File: src/shared/sori_pkg.sv
// Package for the safety output restart interlock block: register map, fields, timing
package sori_pkg;
    // Register byte addresses
    localparam logic [7:0] SORI_ADDR_CTRL = 8'h00;
    localparam logic [7:0] SORI_ADDR_STATUS = 8'h04;
    localparam logic [7:0] SORI_ADDR_RESET = 8'h08;
    // Control register fields
    localparam int SORI_CTRL_INTERLOCK_EN = 0;
    localparam int SORI_CTRL_STARTUP_EN = 1;
    localparam logic [1:0] SORI_CTRL_RESET_VAL = 2'h3;
    // Status register fields
    localparam int SORI_STAT_OUTPUT_ON = 0;
    localparam int SORI_STAT_FIELD_BUSY = 1;
    localparam int SORI_STAT_LOCKED = 2;
    localparam int SORI_STAT_HEALTHY = 3;
    localparam int SORI_STAT_PULSE = 4;
    localparam int SORI_STAT_REJECTED = 5;
    // Reset request register field
    localparam int SORI_RESET_REQ = 0;
    // AXI responses
    localparam logic [1:0] SORI_RESP_OKAY = 2'h0;
    localparam logic [1:0] SORI_RESP_SLVERR = 2'h2;
    // Minimum OFF time
    localparam int SORI_CLK_MHZ = 125;
    localparam int SORI_MIN_OFF_MS = 80;
    localparam int SORI_MIN_OFF_CYCLES = SORI_MIN_OFF_MS * 1000 * SORI_CLK_MHZ;
    localparam int SORI_CNT_W = 24;
endpackage

File: src/rtl/sori_top.sv
// Safety output with minimum OFF time and restart interlock, AXI4-Lite registers

// Notes on behaviour
// - An interrupted field forces the output OFF for at least 80 ms, even for a brief interruption.
// - The output has its own restart interlock that a control bit enables or disables.
// - The reset request arrives from the controller as a network signal through a register write.
// - With the interlock enabled the output stays OFF after the field clears.
// - With the interlock enabled the output returns ON only on a reset while the field is clear.
// - A reset while an object is in the field is ignored and the output stays OFF.
// - An accepted reset brings the block from stopped back to monitoring.
// - An accepted reset also clears a pending start-up interlock.
// - A reset is accepted only while all safety functions report healthy, else it is rejected.
module sori_top #(
    parameter int MIN_OFF_CYCLES = sori_pkg::SORI_MIN_OFF_CYCLES
) (
    input wire logic core_clk,
    input wire logic rst_n,
    input wire logic field_busy,
    input wire logic functions_ok,
    input wire logic [7:0] s_axi_awaddr,
    input wire logic s_axi_awvalid,
    output logic s_axi_awready,
    input wire logic [31:0] s_axi_wdata,
    input wire logic [3:0] s_axi_wstrb,
    input wire logic s_axi_wvalid,
    output logic s_axi_wready,
    output logic [1:0] s_axi_bresp,
    output logic s_axi_bvalid,
    input wire logic s_axi_bready,
    input wire logic [7:0] s_axi_araddr,
    input wire logic s_axi_arvalid,
    output logic s_axi_arready,
    output logic [31:0] s_axi_rdata,
    output logic [1:0] s_axi_rresp,
    output logic s_axi_rvalid,
    input wire logic s_axi_rready,
    output logic safety_out
);
    typedef enum logic [2:0] {
        SORI_ST_STARTUP = 3'b001,
        SORI_ST_MONITOR = 3'b010,
        SORI_ST_STOPPED = 3'b100
    } sori_state_t;

    sori_state_t state;
    logic busy_meta, busy_sync, ok_meta, ok_sync;
    logic [1:0] ctrl;
    logic req_level, req_prev, rejected;
    logic [sori_pkg::SORI_CNT_W-1:0] off_cnt;
    logic aw_held, w_held;
    logic [7:0] aw_addr;
    logic [31:0] w_data;
    logic [3:0] w_strb;
    logic req_edge, accept, pulse_active, next_on;

    // ------------------------------------------------------------------
    // Input synchronisers
    // ------------------------------------------------------------------
    // Reset to busy and not healthy, so the output cannot come ON before the pins are seen
    always_ff @(posedge core_clk or negedge rst_n) begin
        if (!rst_n) begin
            busy_meta <= 1'b1;
            busy_sync <= 1'b1;
            ok_meta <= 1'b0;
            ok_sync <= 1'b0;
        end else begin
            busy_meta <= field_busy;
            busy_sync <= busy_meta;
            ok_meta <= functions_ok;
            ok_sync <= ok_meta;
        end
    end

    // ------------------------------------------------------------------
    // Write channel
    // ------------------------------------------------------------------
    // Address and data are caught separately so either may come first
    always_ff @(posedge core_clk or negedge rst_n) begin
        if (!rst_n) begin
            aw_held <= 1'b0;
            aw_addr <= 8'h00;
        end else if (s_axi_awvalid && s_axi_awready) begin
            aw_held <= 1'b1;
            aw_addr <= s_axi_awaddr;
        end else if (s_axi_bvalid && s_axi_bready) begin
            aw_held <= 1'b0;
        end
    end

    always_ff @(posedge core_clk or negedge rst_n) begin
        if (!rst_n) begin
            w_held <= 1'b0;
            w_data <= 32'h0000_0000;
            w_strb <= 4'h0;
        end else if (s_axi_wvalid && s_axi_wready) begin
            w_held <= 1'b1;
            w_data <= s_axi_wdata;
            w_strb <= s_axi_wstrb;
        end else if (s_axi_bvalid && s_axi_bready) begin
            w_held <= 1'b0;
        end
    end

    always_ff @(posedge core_clk or negedge rst_n) begin
        if (!rst_n) begin
            s_axi_awready <= 1'b0;
            s_axi_wready <= 1'b0;
        end else begin
            s_axi_awready <= !aw_held && !s_axi_awready && !s_axi_bvalid;
            s_axi_wready <= !w_held && !s_axi_wready && !s_axi_bvalid;
        end
    end

    wire wr_go = aw_held && w_held && !s_axi_bvalid;
    wire wr_ctrl = wr_go && aw_addr == sori_pkg::SORI_ADDR_CTRL;
    wire wr_reset = wr_go && aw_addr == sori_pkg::SORI_ADDR_RESET;
    wire wr_known = wr_go && (aw_addr == sori_pkg::SORI_ADDR_CTRL
        || aw_addr == sori_pkg::SORI_ADDR_RESET || aw_addr == sori_pkg::SORI_ADDR_STATUS);

    always_ff @(posedge core_clk or negedge rst_n) begin
        if (!rst_n) begin
            s_axi_bvalid <= 1'b0;
            s_axi_bresp <= sori_pkg::SORI_RESP_OKAY;
        end else if (wr_go) begin
            s_axi_bvalid <= 1'b1;
            s_axi_bresp <= wr_known ? sori_pkg::SORI_RESP_OKAY : sori_pkg::SORI_RESP_SLVERR;
        end else if (s_axi_bready) begin
            s_axi_bvalid <= 1'b0;
        end
    end

    // ------------------------------------------------------------------
    // Configuration and network reset request
    // ------------------------------------------------------------------
    always_ff @(posedge core_clk or negedge rst_n) begin
        if (!rst_n) begin
            ctrl <= sori_pkg::SORI_CTRL_RESET_VAL;
        end else if (wr_ctrl && w_strb[0]) begin
            ctrl <= w_data[1:0];
        end
    end

    // Request level is written by the controller over the network
    always_ff @(posedge core_clk or negedge rst_n) begin
        if (!rst_n) begin
            req_level <= 1'b0;
            req_prev <= 1'b0;
        end else begin
            if (wr_reset && w_strb[0]) begin
                req_level <= w_data[sori_pkg::SORI_RESET_REQ];
            end
            req_prev <= req_level;
        end
    end

    // A held request does not release a later stop
    assign req_edge = req_level && !req_prev;
    // Field must be clear and all functions healthy
    assign accept = req_edge && !busy_sync && ok_sync;

    // ------------------------------------------------------------------
    // Output state machine
    // ------------------------------------------------------------------
    assign pulse_active = off_cnt != '0;

    // Reloaded on every busy cycle, so a long interruption still gets the full OFF time after it
    always_ff @(posedge core_clk or negedge rst_n) begin
        if (!rst_n) begin
            off_cnt <= '0;
        end else if (busy_sync) begin
            off_cnt <= sori_pkg::SORI_CNT_W'(MIN_OFF_CYCLES - 1);
        end else if (pulse_active) begin
            off_cnt <= off_cnt - 1'b1;
        end
    end

    always_ff @(posedge core_clk or negedge rst_n) begin
        if (!rst_n) begin
            state <= SORI_ST_STARTUP;
        end else begin
            case (state)
                SORI_ST_STARTUP: begin
                    if (!ctrl[sori_pkg::SORI_CTRL_STARTUP_EN] || accept) begin
                        state <= SORI_ST_MONITOR;
                    end
                end
                SORI_ST_MONITOR: begin
                    if (busy_sync && ctrl[sori_pkg::SORI_CTRL_INTERLOCK_EN]) begin
                        state <= SORI_ST_STOPPED;
                    end
                end
                SORI_ST_STOPPED: begin
                    if (accept || !ctrl[sori_pkg::SORI_CTRL_INTERLOCK_EN]) begin
                        state <= SORI_ST_MONITOR;
                    end
                end
                default: state <= SORI_ST_STARTUP;
            endcase
        end
    end

    always_ff @(posedge core_clk or negedge rst_n) begin
        if (!rst_n) begin
            rejected <= 1'b0;
        end else if (req_edge) begin
            rejected <= !accept;
        end
    end

    assign next_on = state == SORI_ST_MONITOR && !busy_sync && !pulse_active && ok_sync;

    always_ff @(posedge core_clk or negedge rst_n) begin
        if (!rst_n) begin
            safety_out <= 1'b0;
        end else begin
            safety_out <= next_on;
        end
    end

    // ------------------------------------------------------------------
    // Read channel
    // ------------------------------------------------------------------
    always_ff @(posedge core_clk or negedge rst_n) begin
        if (!rst_n) begin
            s_axi_arready <= 1'b0;
            s_axi_rvalid <= 1'b0;
            s_axi_rdata <= 32'h0000_0000;
            s_axi_rresp <= sori_pkg::SORI_RESP_OKAY;
        end else if (s_axi_arvalid && s_axi_arready) begin
            s_axi_arready <= 1'b0;
            s_axi_rvalid <= 1'b1;
            s_axi_rresp <= sori_pkg::SORI_RESP_OKAY;
            case (s_axi_araddr)
                sori_pkg::SORI_ADDR_CTRL: s_axi_rdata <= {30'h0, ctrl};
                sori_pkg::SORI_ADDR_STATUS: s_axi_rdata <= {26'h0, rejected, pulse_active,
                    ok_sync, state != SORI_ST_MONITOR, busy_sync, safety_out};
                sori_pkg::SORI_ADDR_RESET: s_axi_rdata <= {31'h0, req_level};
                default: begin
                    s_axi_rdata <= 32'h0000_0000;
                    s_axi_rresp <= sori_pkg::SORI_RESP_SLVERR;
                end
            endcase
        end else if (s_axi_rvalid) begin
            if (s_axi_rready) begin
                s_axi_rvalid <= 1'b0;
            end
        end else begin
            s_axi_arready <= 1'b1;
        end
    end

    // ------------------------------------------------------------------
    // Checks
    // ------------------------------------------------------------------
    a_busy_drops_out: assert property (@(posedge core_clk) disable iff (!rst_n)
        busy_sync |=> !safety_out)
        else $error("output on while field busy");
    a_pulse_holds_off: assert property (@(posedge core_clk) disable iff (!rst_n)
        $fell(busy_sync) |=> !safety_out [*8])
        else $error("off pulse too short");
    a_stays_locked: assert property (@(posedge core_clk) disable iff (!rst_n)
        state == SORI_ST_STOPPED && !accept && ctrl[0] |=> state == SORI_ST_STOPPED)
        else $error("interlock released without reset");
    a_on_needs_reset: assert property (@(posedge core_clk) disable iff (!rst_n)
        $rose(safety_out) |-> $past(state) == SORI_ST_MONITOR)
        else $error("output on from stopped state");
    a_busy_ignored: assert property (@(posedge core_clk) disable iff (!rst_n)
        req_edge && busy_sync |=> rejected)
        else $error("reset with object not rejected");
    a_reset_monitor: assert property (@(posedge core_clk) disable iff (!rst_n)
        accept && state == SORI_ST_STOPPED |=> state == SORI_ST_MONITOR)
        else $error("accepted reset did not resume");
    a_startup_cleared: assert property (@(posedge core_clk) disable iff (!rst_n)
        accept && state == SORI_ST_STARTUP |=> state == SORI_ST_MONITOR)
        else $error("startup interlock not cleared");
    a_fault_rejects: assert property (@(posedge core_clk) disable iff (!rst_n)
        req_edge && !ok_sync |=> rejected && !safety_out)
        else $error("reset accepted while faulty");
    a_edge_once: assert property (@(posedge core_clk) disable iff (!rst_n)
        req_level && req_prev |-> !accept)
        else $error("held request accepted again");
    a_write_answer: assert property (@(posedge core_clk) disable iff (!rst_n)
        wr_go |=> s_axi_bvalid)
        else $error("write not answered");
    a_fault_drops_out: assert property (@(posedge core_clk) disable iff (!rst_n)
        !ok_sync |=> !safety_out)
        else $error("output on while functions faulty");
    a_object_keeps_off: assert property (@(posedge core_clk) disable iff (!rst_n)
        req_edge && busy_sync && state == SORI_ST_STOPPED
        && ctrl[sori_pkg::SORI_CTRL_INTERLOCK_EN] |=> state == SORI_ST_STOPPED && !safety_out)
        else $error("reset with object released the output");

    c_stop_event: cover property (@(posedge core_clk) disable iff (!rst_n)
        state == SORI_ST_MONITOR ##1 state == SORI_ST_STOPPED);
    c_reset_ok: cover property (@(posedge core_clk) disable iff (!rst_n)
        accept && state == SORI_ST_STOPPED);
    c_reset_rejected: cover property (@(posedge core_clk) disable iff (!rst_n)
        req_edge && busy_sync);
    c_output_on: cover property (@(posedge core_clk) disable iff (!rst_n) $rose(safety_out));
    c_startup_skip: cover property (@(posedge core_clk) disable iff (!rst_n)
        state == SORI_ST_STARTUP && !ctrl[sori_pkg::SORI_CTRL_STARTUP_EN]);
endmodule

File: config.mk
export PLATFORM = sky130hd
export DESIGN_NAME = sori_top
export DESIGN_NICKNAME = d
export VERILOG_FILES = /design/src/shared/sori_pkg.sv /design/src/rtl/sori_top.sv
export SDC_FILE = /design/constraint.sdc
export NUM_CORES = 1
export LEC_CHECK = 0
export BUFFER_PORTS_ARGS = -buffer_cell sky130_fd_sc_hd__buf_4
export CAP_MARGIN = 25
export CORE_ASPECT_RATIO = 0.8
export CORE_MARGIN = 2
export CORE_UTILIZATION = 51
export DETAILED_ROUTE_END_ITERATION = 10
export GPL_TIMING_DRIVEN = 0
export PLACE_DENSITY = 0.91
export SKIP_CTS_REPAIR_TIMING = 1
export SYNTH_ARGS = -nofsm -noshare
export SYNTH_HDL_FRONTEND = slang
export SYNTH_SLANG_ARGS = --single-unit
export TNS_END_PERCENT = 100
File: constraint.sdc
create_clock -name core_clk -period 3.08 [get_ports core_clk]
set_clock_uncertainty 0.15 [all_clocks]
set_input_delay 0.77 -clock core_clk [delete_from_list [all_inputs] [get_ports core_clk]]
set_output_delay 0.77 -clock core_clk [all_outputs]
set_load 0.02 [all_outputs]
==> results.py, run 1 <==
metrics = {
    "logic_synthesis": {
        "async_flop_share_pct": 100.0,
        "ys_ff_latch": 63,
        "synth_common_cells": "dfrtp_1, buf_4, nand2_1",
        "yosys.area.top_type_share_pct": 46.49,
        "synth_area_um2": 3122,
        "synth-edff-count": 0,
        "syn_inst": 300,
        "yosysWarnings": 0,
        "ys_top_cells_by_area": "dfrtp_1, buf_4, mux2_2",
        "synth_most_common_cell": "dfrtp_1",
        "ys_seq_area_share_pct": 50.70,
        "synth_top_area_cell": "dfrtp_1",
        "synth.avg_cell_area_um2": 10.41,
        "synth_cell_type_count": 48,
        "synth_ff_type": "dfrtp_1",
    },
    "detailed_routing": {
        "first_pass_iters": 4,
        "first_iter_violations": 207,
        "via_per_inst": 5.116,
        "drcViolationCount": 0,
        "ant_nets": 0,
        "avgRoutedWirePerCell_um": 13.25,
        "num_vias": 2379,
        "wirelength_um": 6162,
    },
    "worst_setup_path": {
        "cp_slowest_cell": "or4_1",
        "cp_max_fo": 7,
        "critPathArrivalTime_ns": 2.65,
        "cpPeakStageDelay_ns": 0.61,
        "path_delay_family": "simple AND/OR/NAND/NOR gates",
        "crit_required_ns": 3.16,
        "path_class": "register to register",
        "critPathBufInv": 1,
        "start_kind": "register",
        "worst_setup_path_end_kind": "register",
        "path_cells": "or4_1, nand4b_2, or2_0, clkbuf_1, nand3_1, mux2_2",
    },
    "worst_hold_path": {
        "hold_class": "register to register",
    },
    "placed_design": {
        "post-place-ws_ns": 0.5321,
        "hpwlAfterDp_um": 4422,
        "io_buffers": 41,
        "globalplace.congestion": 0.9210,
        "dpl_cell_area_um2": 3632,
    },
    "timing": {
        "max_freq_mhz": 389.7,
        "finalSetupViolations": 0,
        "layout_setup_ws_ns": 0.5140,
        "min_period_over_period_pct": 83.31,
        "drv_slew": 0,
        "relSlewSlack_pct": 49.12,
        "rsz0062_at_grt": "false",
        "hold_viol": 0,
        "period_minus_slack_ns": 2.566,
        "tightest_slew_ns": 0.7633,
        "setup_tns_ns": 0,
    },
    "layout": {
        "fin_area_um2": 3841,
        "antenna_cells": 0,
        "final_util_pct": 64.97,
        "area_growth_pct": 23.05,
        "fin_nets": 442,
        "drive_gt1_share_pct": 29.43,
    },
    "clock_tree": {
        "clockBufferDepth": 2,
        "cts-root-buf": "clkbuf_8",
        "numCtsBuffers": 9,
        "clk_latency_ns": 0.34,
        "cts_max_level": 3,
        "clock_sinks": 63,
        "cts_tree": "done",
        "clkTransAtPathRegs_ns": 0.07,
    },
    "floorplanning": {
        "fp.dieH_um": 73.98,
        "die_area_um2": 6766,
        "rows": 25,
        "initial_utilization_pct": 52.80,
        "die_w_um": 91.47,
        "ios": 103,
        "core_um2": 5912,
    },
    "global_route": {
        "grt_pass1_wl_um": 10300,
        "use_met3_pct": 6.484,
        "grt_busiest_layer": "met2",
        "grt_overflow": 0,
        "grt_use_met1_pct": 24.67,
        "grt_max_degree": 64,
        "grt_antenna_before_repair": 0,
        "grtUsageTotal_pct": 19.49,
        "use_met2_pct": 31.70,
        "grt_pass1_vias": 2264,
    },
    "outcome": {
        "run_status": "finished clean",
    },
    "run": {
        "maxCapViolCount": 0,
    },
    "power_and_ir_drop": {
        "peakVddDrop_mv": 0.4100,
        "power_leakage_nw": 1.723,
        "p_per_area_nw_per_um2": 617.7,
    },
}
==> cells by family (layout without fill, tap and decap cells) <==
group,count (synthesis),in the layout,synth area share (%)
and+or+nand+nor,109,109,19.76
xor gates and xnor gates,13,13,3.647
AOI/OAI and AO/OA,48,48,9.861
muxes,17,17,6.052
other,1,28,0.1201
DFF,63,63,50.70
adders and majority gates,2,2,0.8015
buffers and inverters,47,104,9.058
==> routing by layer <==
layer	vias to the layer above	share of wire, %
li1	1156	-
met1	1138	46
met2	78	47
met3	7	5.3
met4	0	1.5
met5	-	0
==> report_power, final <==
part	internal, mW	switching, mW	total (mW)
Sequential	0.996	0.116	1.11
Combinational	0.246	0.275	0.521
Clock	0.437	0.303	0.740
Total	1.68	0.694	2.37
==> metrics by stage <==
| step | power, mW | hold WS (ns) | instances |
|---|---|---|---|
| after floorplan | 1.452 | 0.1812 | 327 |
| after global placement | 1.601 | 0.1871 | 449 |
| after detailed placement | 1.646 | 0.1885 | 449 |
| after CTS | 2.387 | 0.2029 | 465 |
| after global routing | 2.503 | 0.2065 | 465 |
| final | 2.373 | 0.1990 | 465 |
==> cell type report <==
cell class                      count  area [um^2]
Buffer                             39        252.7
Fill cell                         459         2071
Sequential cell                    63         1583
Inverter                            8        30.03
Tap cell                           81        101.3
Timing Repair Buffer               41        307.8
Clock inverter                      3        40.04
Multi-Input combinational cell    217         1358
Clock buffer                       13        168.9
==> sequential cells by signal, summed over array words and instances, names as in the netlist, 2 cells and up <==
name	count
w_data	2
off_cnt	24
s_axi_rdata	6
ctrl	2
state	3
aw_addr	8
==> cells in the final DEF, fill, tap and decap left out, types with 2 or more instances in the layout <==
cell | netlist | layout
xnor2_1 | 5 | 5
a31oi_1 | 2 | 2
conb_1 | 1 | 28
inv_1 | 8 | 8
o211ai_1 | 3 | 3
clkbuf_8 | 0 | 12
ha_1 | 2 | 2
nor2b_1 | 4 | 4
xor2_1 | 8 | 8
or2_2 | 3 | 3
mux2i_1 | 2 | 2
nor2_1 | 18 | 18
or4_1 | 5 | 5
or3_1 | 2 | 2
nor3_1 | 9 | 9
a21oi_1 | 10 | 10
clkinv_2 | 0 | 2
a22o_1 | 3 | 3
dfstp_2 | 5 | 5
nand2_1 | 22 | 22
mux2_2 | 15 | 15
or3b_1 | 2 | 2
nor4_1 | 14 | 14
nand2b_1 | 12 | 12
clkbuf_1 | 9 | 10
o21ai_0 | 18 | 18
buf_4 | 28 | 69
o31ai_1 | 5 | 5
nor4b_1 | 2 | 2
nand3_1 | 4 | 4
dfrtp_1 | 58 | 58
nor3b_1 | 3 | 3
==> path summary, 6_finish.rpt <==
kind / startpoint / endpoint / cells past startpoint / slack [ns]
max in group asynchronous: rst_n / aw_addr[4] / 1 / 1.92
min: ok_meta / ok_sync / 0 / 0.20
min reg2reg: ok_meta / ok_sync / 0 / 0.20
max: off_cnt[18] / off_cnt[13] / 6 / 0.51
min in group asynchronous: rst_n / off_cnt[10] / 1 / 0.34
max reg2reg: off_cnt[18] / off_cnt[13] / 6 / 0.51
No activity file was read; power rests on OpenSTA's default activity.
==> inputs of run 2 (changes only) <==
--- a/config.mk
+++ b/config.mk
@@ -9,10 +9,10 @@
 export CAP_MARGIN = 25
 export CORE_ASPECT_RATIO = 0.8
 export CORE_MARGIN = 2
-export CORE_UTILIZATION = 51
+export CORE_UTILIZATION = 46
 export DETAILED_ROUTE_END_ITERATION = 10
 export GPL_TIMING_DRIVEN = 0
-export PLACE_DENSITY = 0.91
+export PLACE_DENSITY = 0.88
 export SKIP_CTS_REPAIR_TIMING = 1
 export SYNTH_ARGS = -nofsm -noshare
 export SYNTH_HDL_FRONTEND = slang
==> constraint.sdc (replaced) <==
create_clock -name core_clk -period 2.25 [get_ports core_clk]
set_clock_uncertainty 0.15 [all_clocks]
set_input_delay 0.5625 -clock core_clk [delete_from_list [all_inputs] [get_ports core_clk]]
set_output_delay 0.5625 -clock core_clk [all_outputs]
set_load 0.02 [all_outputs]
==> run 2 against run 1 <==
  * The run now ends with negative setup slack left
  * Register-to-register slack lost 0.58 ns
  * Sequential cell count unchanged
  * Global-route usage decreased by 1.5 points
  * Routed wire length is 5.7% higher
  * Count of clock-buffer cells in the layout decreased by 1
  * Fmax up 11%
  * Via count increased by 3.8%
  * Cell area is 5.3% higher
  * Total power up 39%
  * Hold slack lost 0.063 ns
  * Sequential power increased by 37%
  * Cell count up 2.2%
  * Critical endpoint is now off_cnt[21]
==> results.py, run 2 (same netlist as run 1, synthesis figures left out) <==
metrics = {
    "detailed_routing": {
        "num_vias": 2470,
        "avgRoutedWirePerCell_um": 13.71,
        "via_per_inst": 5.200,
        "first_iter_violations": 175,
        "drcViolationCount": 0,
        "first_pass_iters": 5,
        "ant_nets": 0,
        "wirelength_um": 6512,
    },
    "timing": {
        "tightest_slew_ns": 0.7566,
        "drv_slew": 0,
        "fin_hold_ws_ns": 0.1364,
        "relSlewSlack_pct": 49.56,
        "period_minus_slack_ns": 2.321,
        "hold_viol": 0,
        "rsz0062_at_grt": "true",
        "max_freq_mhz": 430.9,
        "min_period_over_period_pct": 103.2,
        "finalSetupViolations": 4,
        "layout_setup_ws_ns": -0.07099,
    },
    "layout": {
        "fill_cells": 493,
        "fin_nets": 450,
        "reg.largest.list": "off_cnt: 24 flops, aw_addr: 8 flops, s_axi_rdata: 6 flops",
        "layout_commonest_cell": "buf_4",
        "max_flop_register": "off_cnt",
        "layout_common_cells": "buf_4, dfrtp_1, conb_1, nand2_1, nor2_1",
        "final_util_pct": 62.50,
        "regArea_um2": 1587,
        "multiInputGateArea_um2": 1480,
        "area_growth_pct": 29.62,
        "largest_reg_flops": 24,
        "antenna_cells": 0,
        "drive_gt1_share_pct": 35.81,
    },
    "clock_tree": {
        "numCtsBuffers": 9,
        "cts_max_level": 3,
        "clkTransAtPathRegs_ns": 0.07,
        "clk_latency_ns": 0.35,
        "cts_tree": "done",
        "clockBufferDepth": 2,
        "clock_sinks": 63,
        "cts-root-buf": "clkbuf_8",
    },
    "power_and_ir_drop": {
        "power_leakage_nw": 1.812,
        "peakVddDrop_mv": 0.6637,
        "finalPower_mw": 3.288,
        "p_per_area_nw_per_um2": 812.7,
    },
    "outcome": {
        "violations": "negative setup slack",
        "run_status": "finished with violations",
    },
    "run": {
        "maxCapViolCount": 0,
    },
    "worst_hold_path": {
        "hold_class": "primary input to async pin",
    },
    "floorplanning": {
        "die_w_um": 96.11,
        "initial_utilization_pct": 48.22,
        "ios": 103,
        "die_area_um2": 7465,
        "fp.dieH_um": 77.68,
        "rows": 26,
        "core_um2": 6474,
    },
    "global_route": {
        "grt_max_degree": 64,
        "grt_pass1_wl_um": 10360,
        "grt_pass1_vias": 2243,
        "grt_overflow": 0,
        "grtUsageTotal_pct": 17.95,
        "grt_antenna_before_repair": 0,
    },
    "worst_setup_path": {
        "critPathArrivalTime_ns": 2.44,
        "cp_max_fo": 5,
        "path_class": "register to register",
        "start_kind": "register",
        "crit_required_ns": 2.37,
        "worst_setup_path_end_kind": "register",
    },
    "placed_design": {
        "globalplace.congestion": 0.8422,
        "hpwlAfterDp_um": 4353,
        "io_buffers": 41,
    },
}
## run 2: path summary, 6_finish.rpt
path	startpoint	endpoint	slack, ns	depth (start not counted)
setup / recovery	off_cnt[5]	off_cnt[21]	-0.07	6
hold / removal	rst_n	s_axi_wready	0.14	1
setup reg to reg	off_cnt[5]	off_cnt[21]	-0.07	6
hold reg to reg	busy_meta	busy_sync	0.21	0
max in group asynchronous	rst_n	off_cnt[4]	1.27	1
min in group core_clk	functions_ok	ok_meta	0.17	1
## run 2: metrics by stage
stage | instances | setup TNS [ns] | worst slack (ns) | cell area (um^2)
3_3_place_gp | 452 | -2.454 | -0.2787 | 3645
4_1_cts | 467 | -5.095 | -0.3733 | 3857
3_5_place_dp | 452 | -3.066 | -0.2938 | 3645
5_1_grt | 475 | -0.8771 | -0.1404 | 4046
2_1_floorplan | 327 | 0 | 0.02316 | 3232
6_report | 475 | -0.1920 | -0.07099 | 4046
## run 2: where the power goes
group	leakage (nW)	internal, mW	total (mW)	switching (mW)
clock	0.103	0.648	1.06	0.412
sequential	0.742	1.36	1.52	0.152
combinational	0.967	0.336	0.713	0.377
total	1.81	2.35	3.29	0.940
## run 2: worst max-delay path: stages (launching register included)
cell,delay [ns]
dfrtp_2,0.43
or4_4,0.54
buf_6,0.15
nor4_4,0.24
o211ai_4,0.15
or4_4,0.44
a21oi_2,0.14
## run 2: final cells by class
class / count / share of cell area [%]
Buffer: 38 / 6.524
Clock buffer: 12 / 3.587
Clock inverter: 3 / 1.670
Inverter: 8 / 0.7421
Multi-Input combinational cell: 218 / 36.58
Sequential cell: 63 / 39.21
Tap cell: 84 / 2.597
Timing Repair Buffer: 49 / 9.091
## run 2: routing by layer
metal	routed length (um)	GRT usage (%)	share of wire [%]	up-vias
li1	-	-	-	1172
met1	2758	24.29	42	1166
met2	3191	26.94	49	113
met3	446	5.631	6.8	19
met4	114	6.714	1.8	0
met5	0	0	0	-
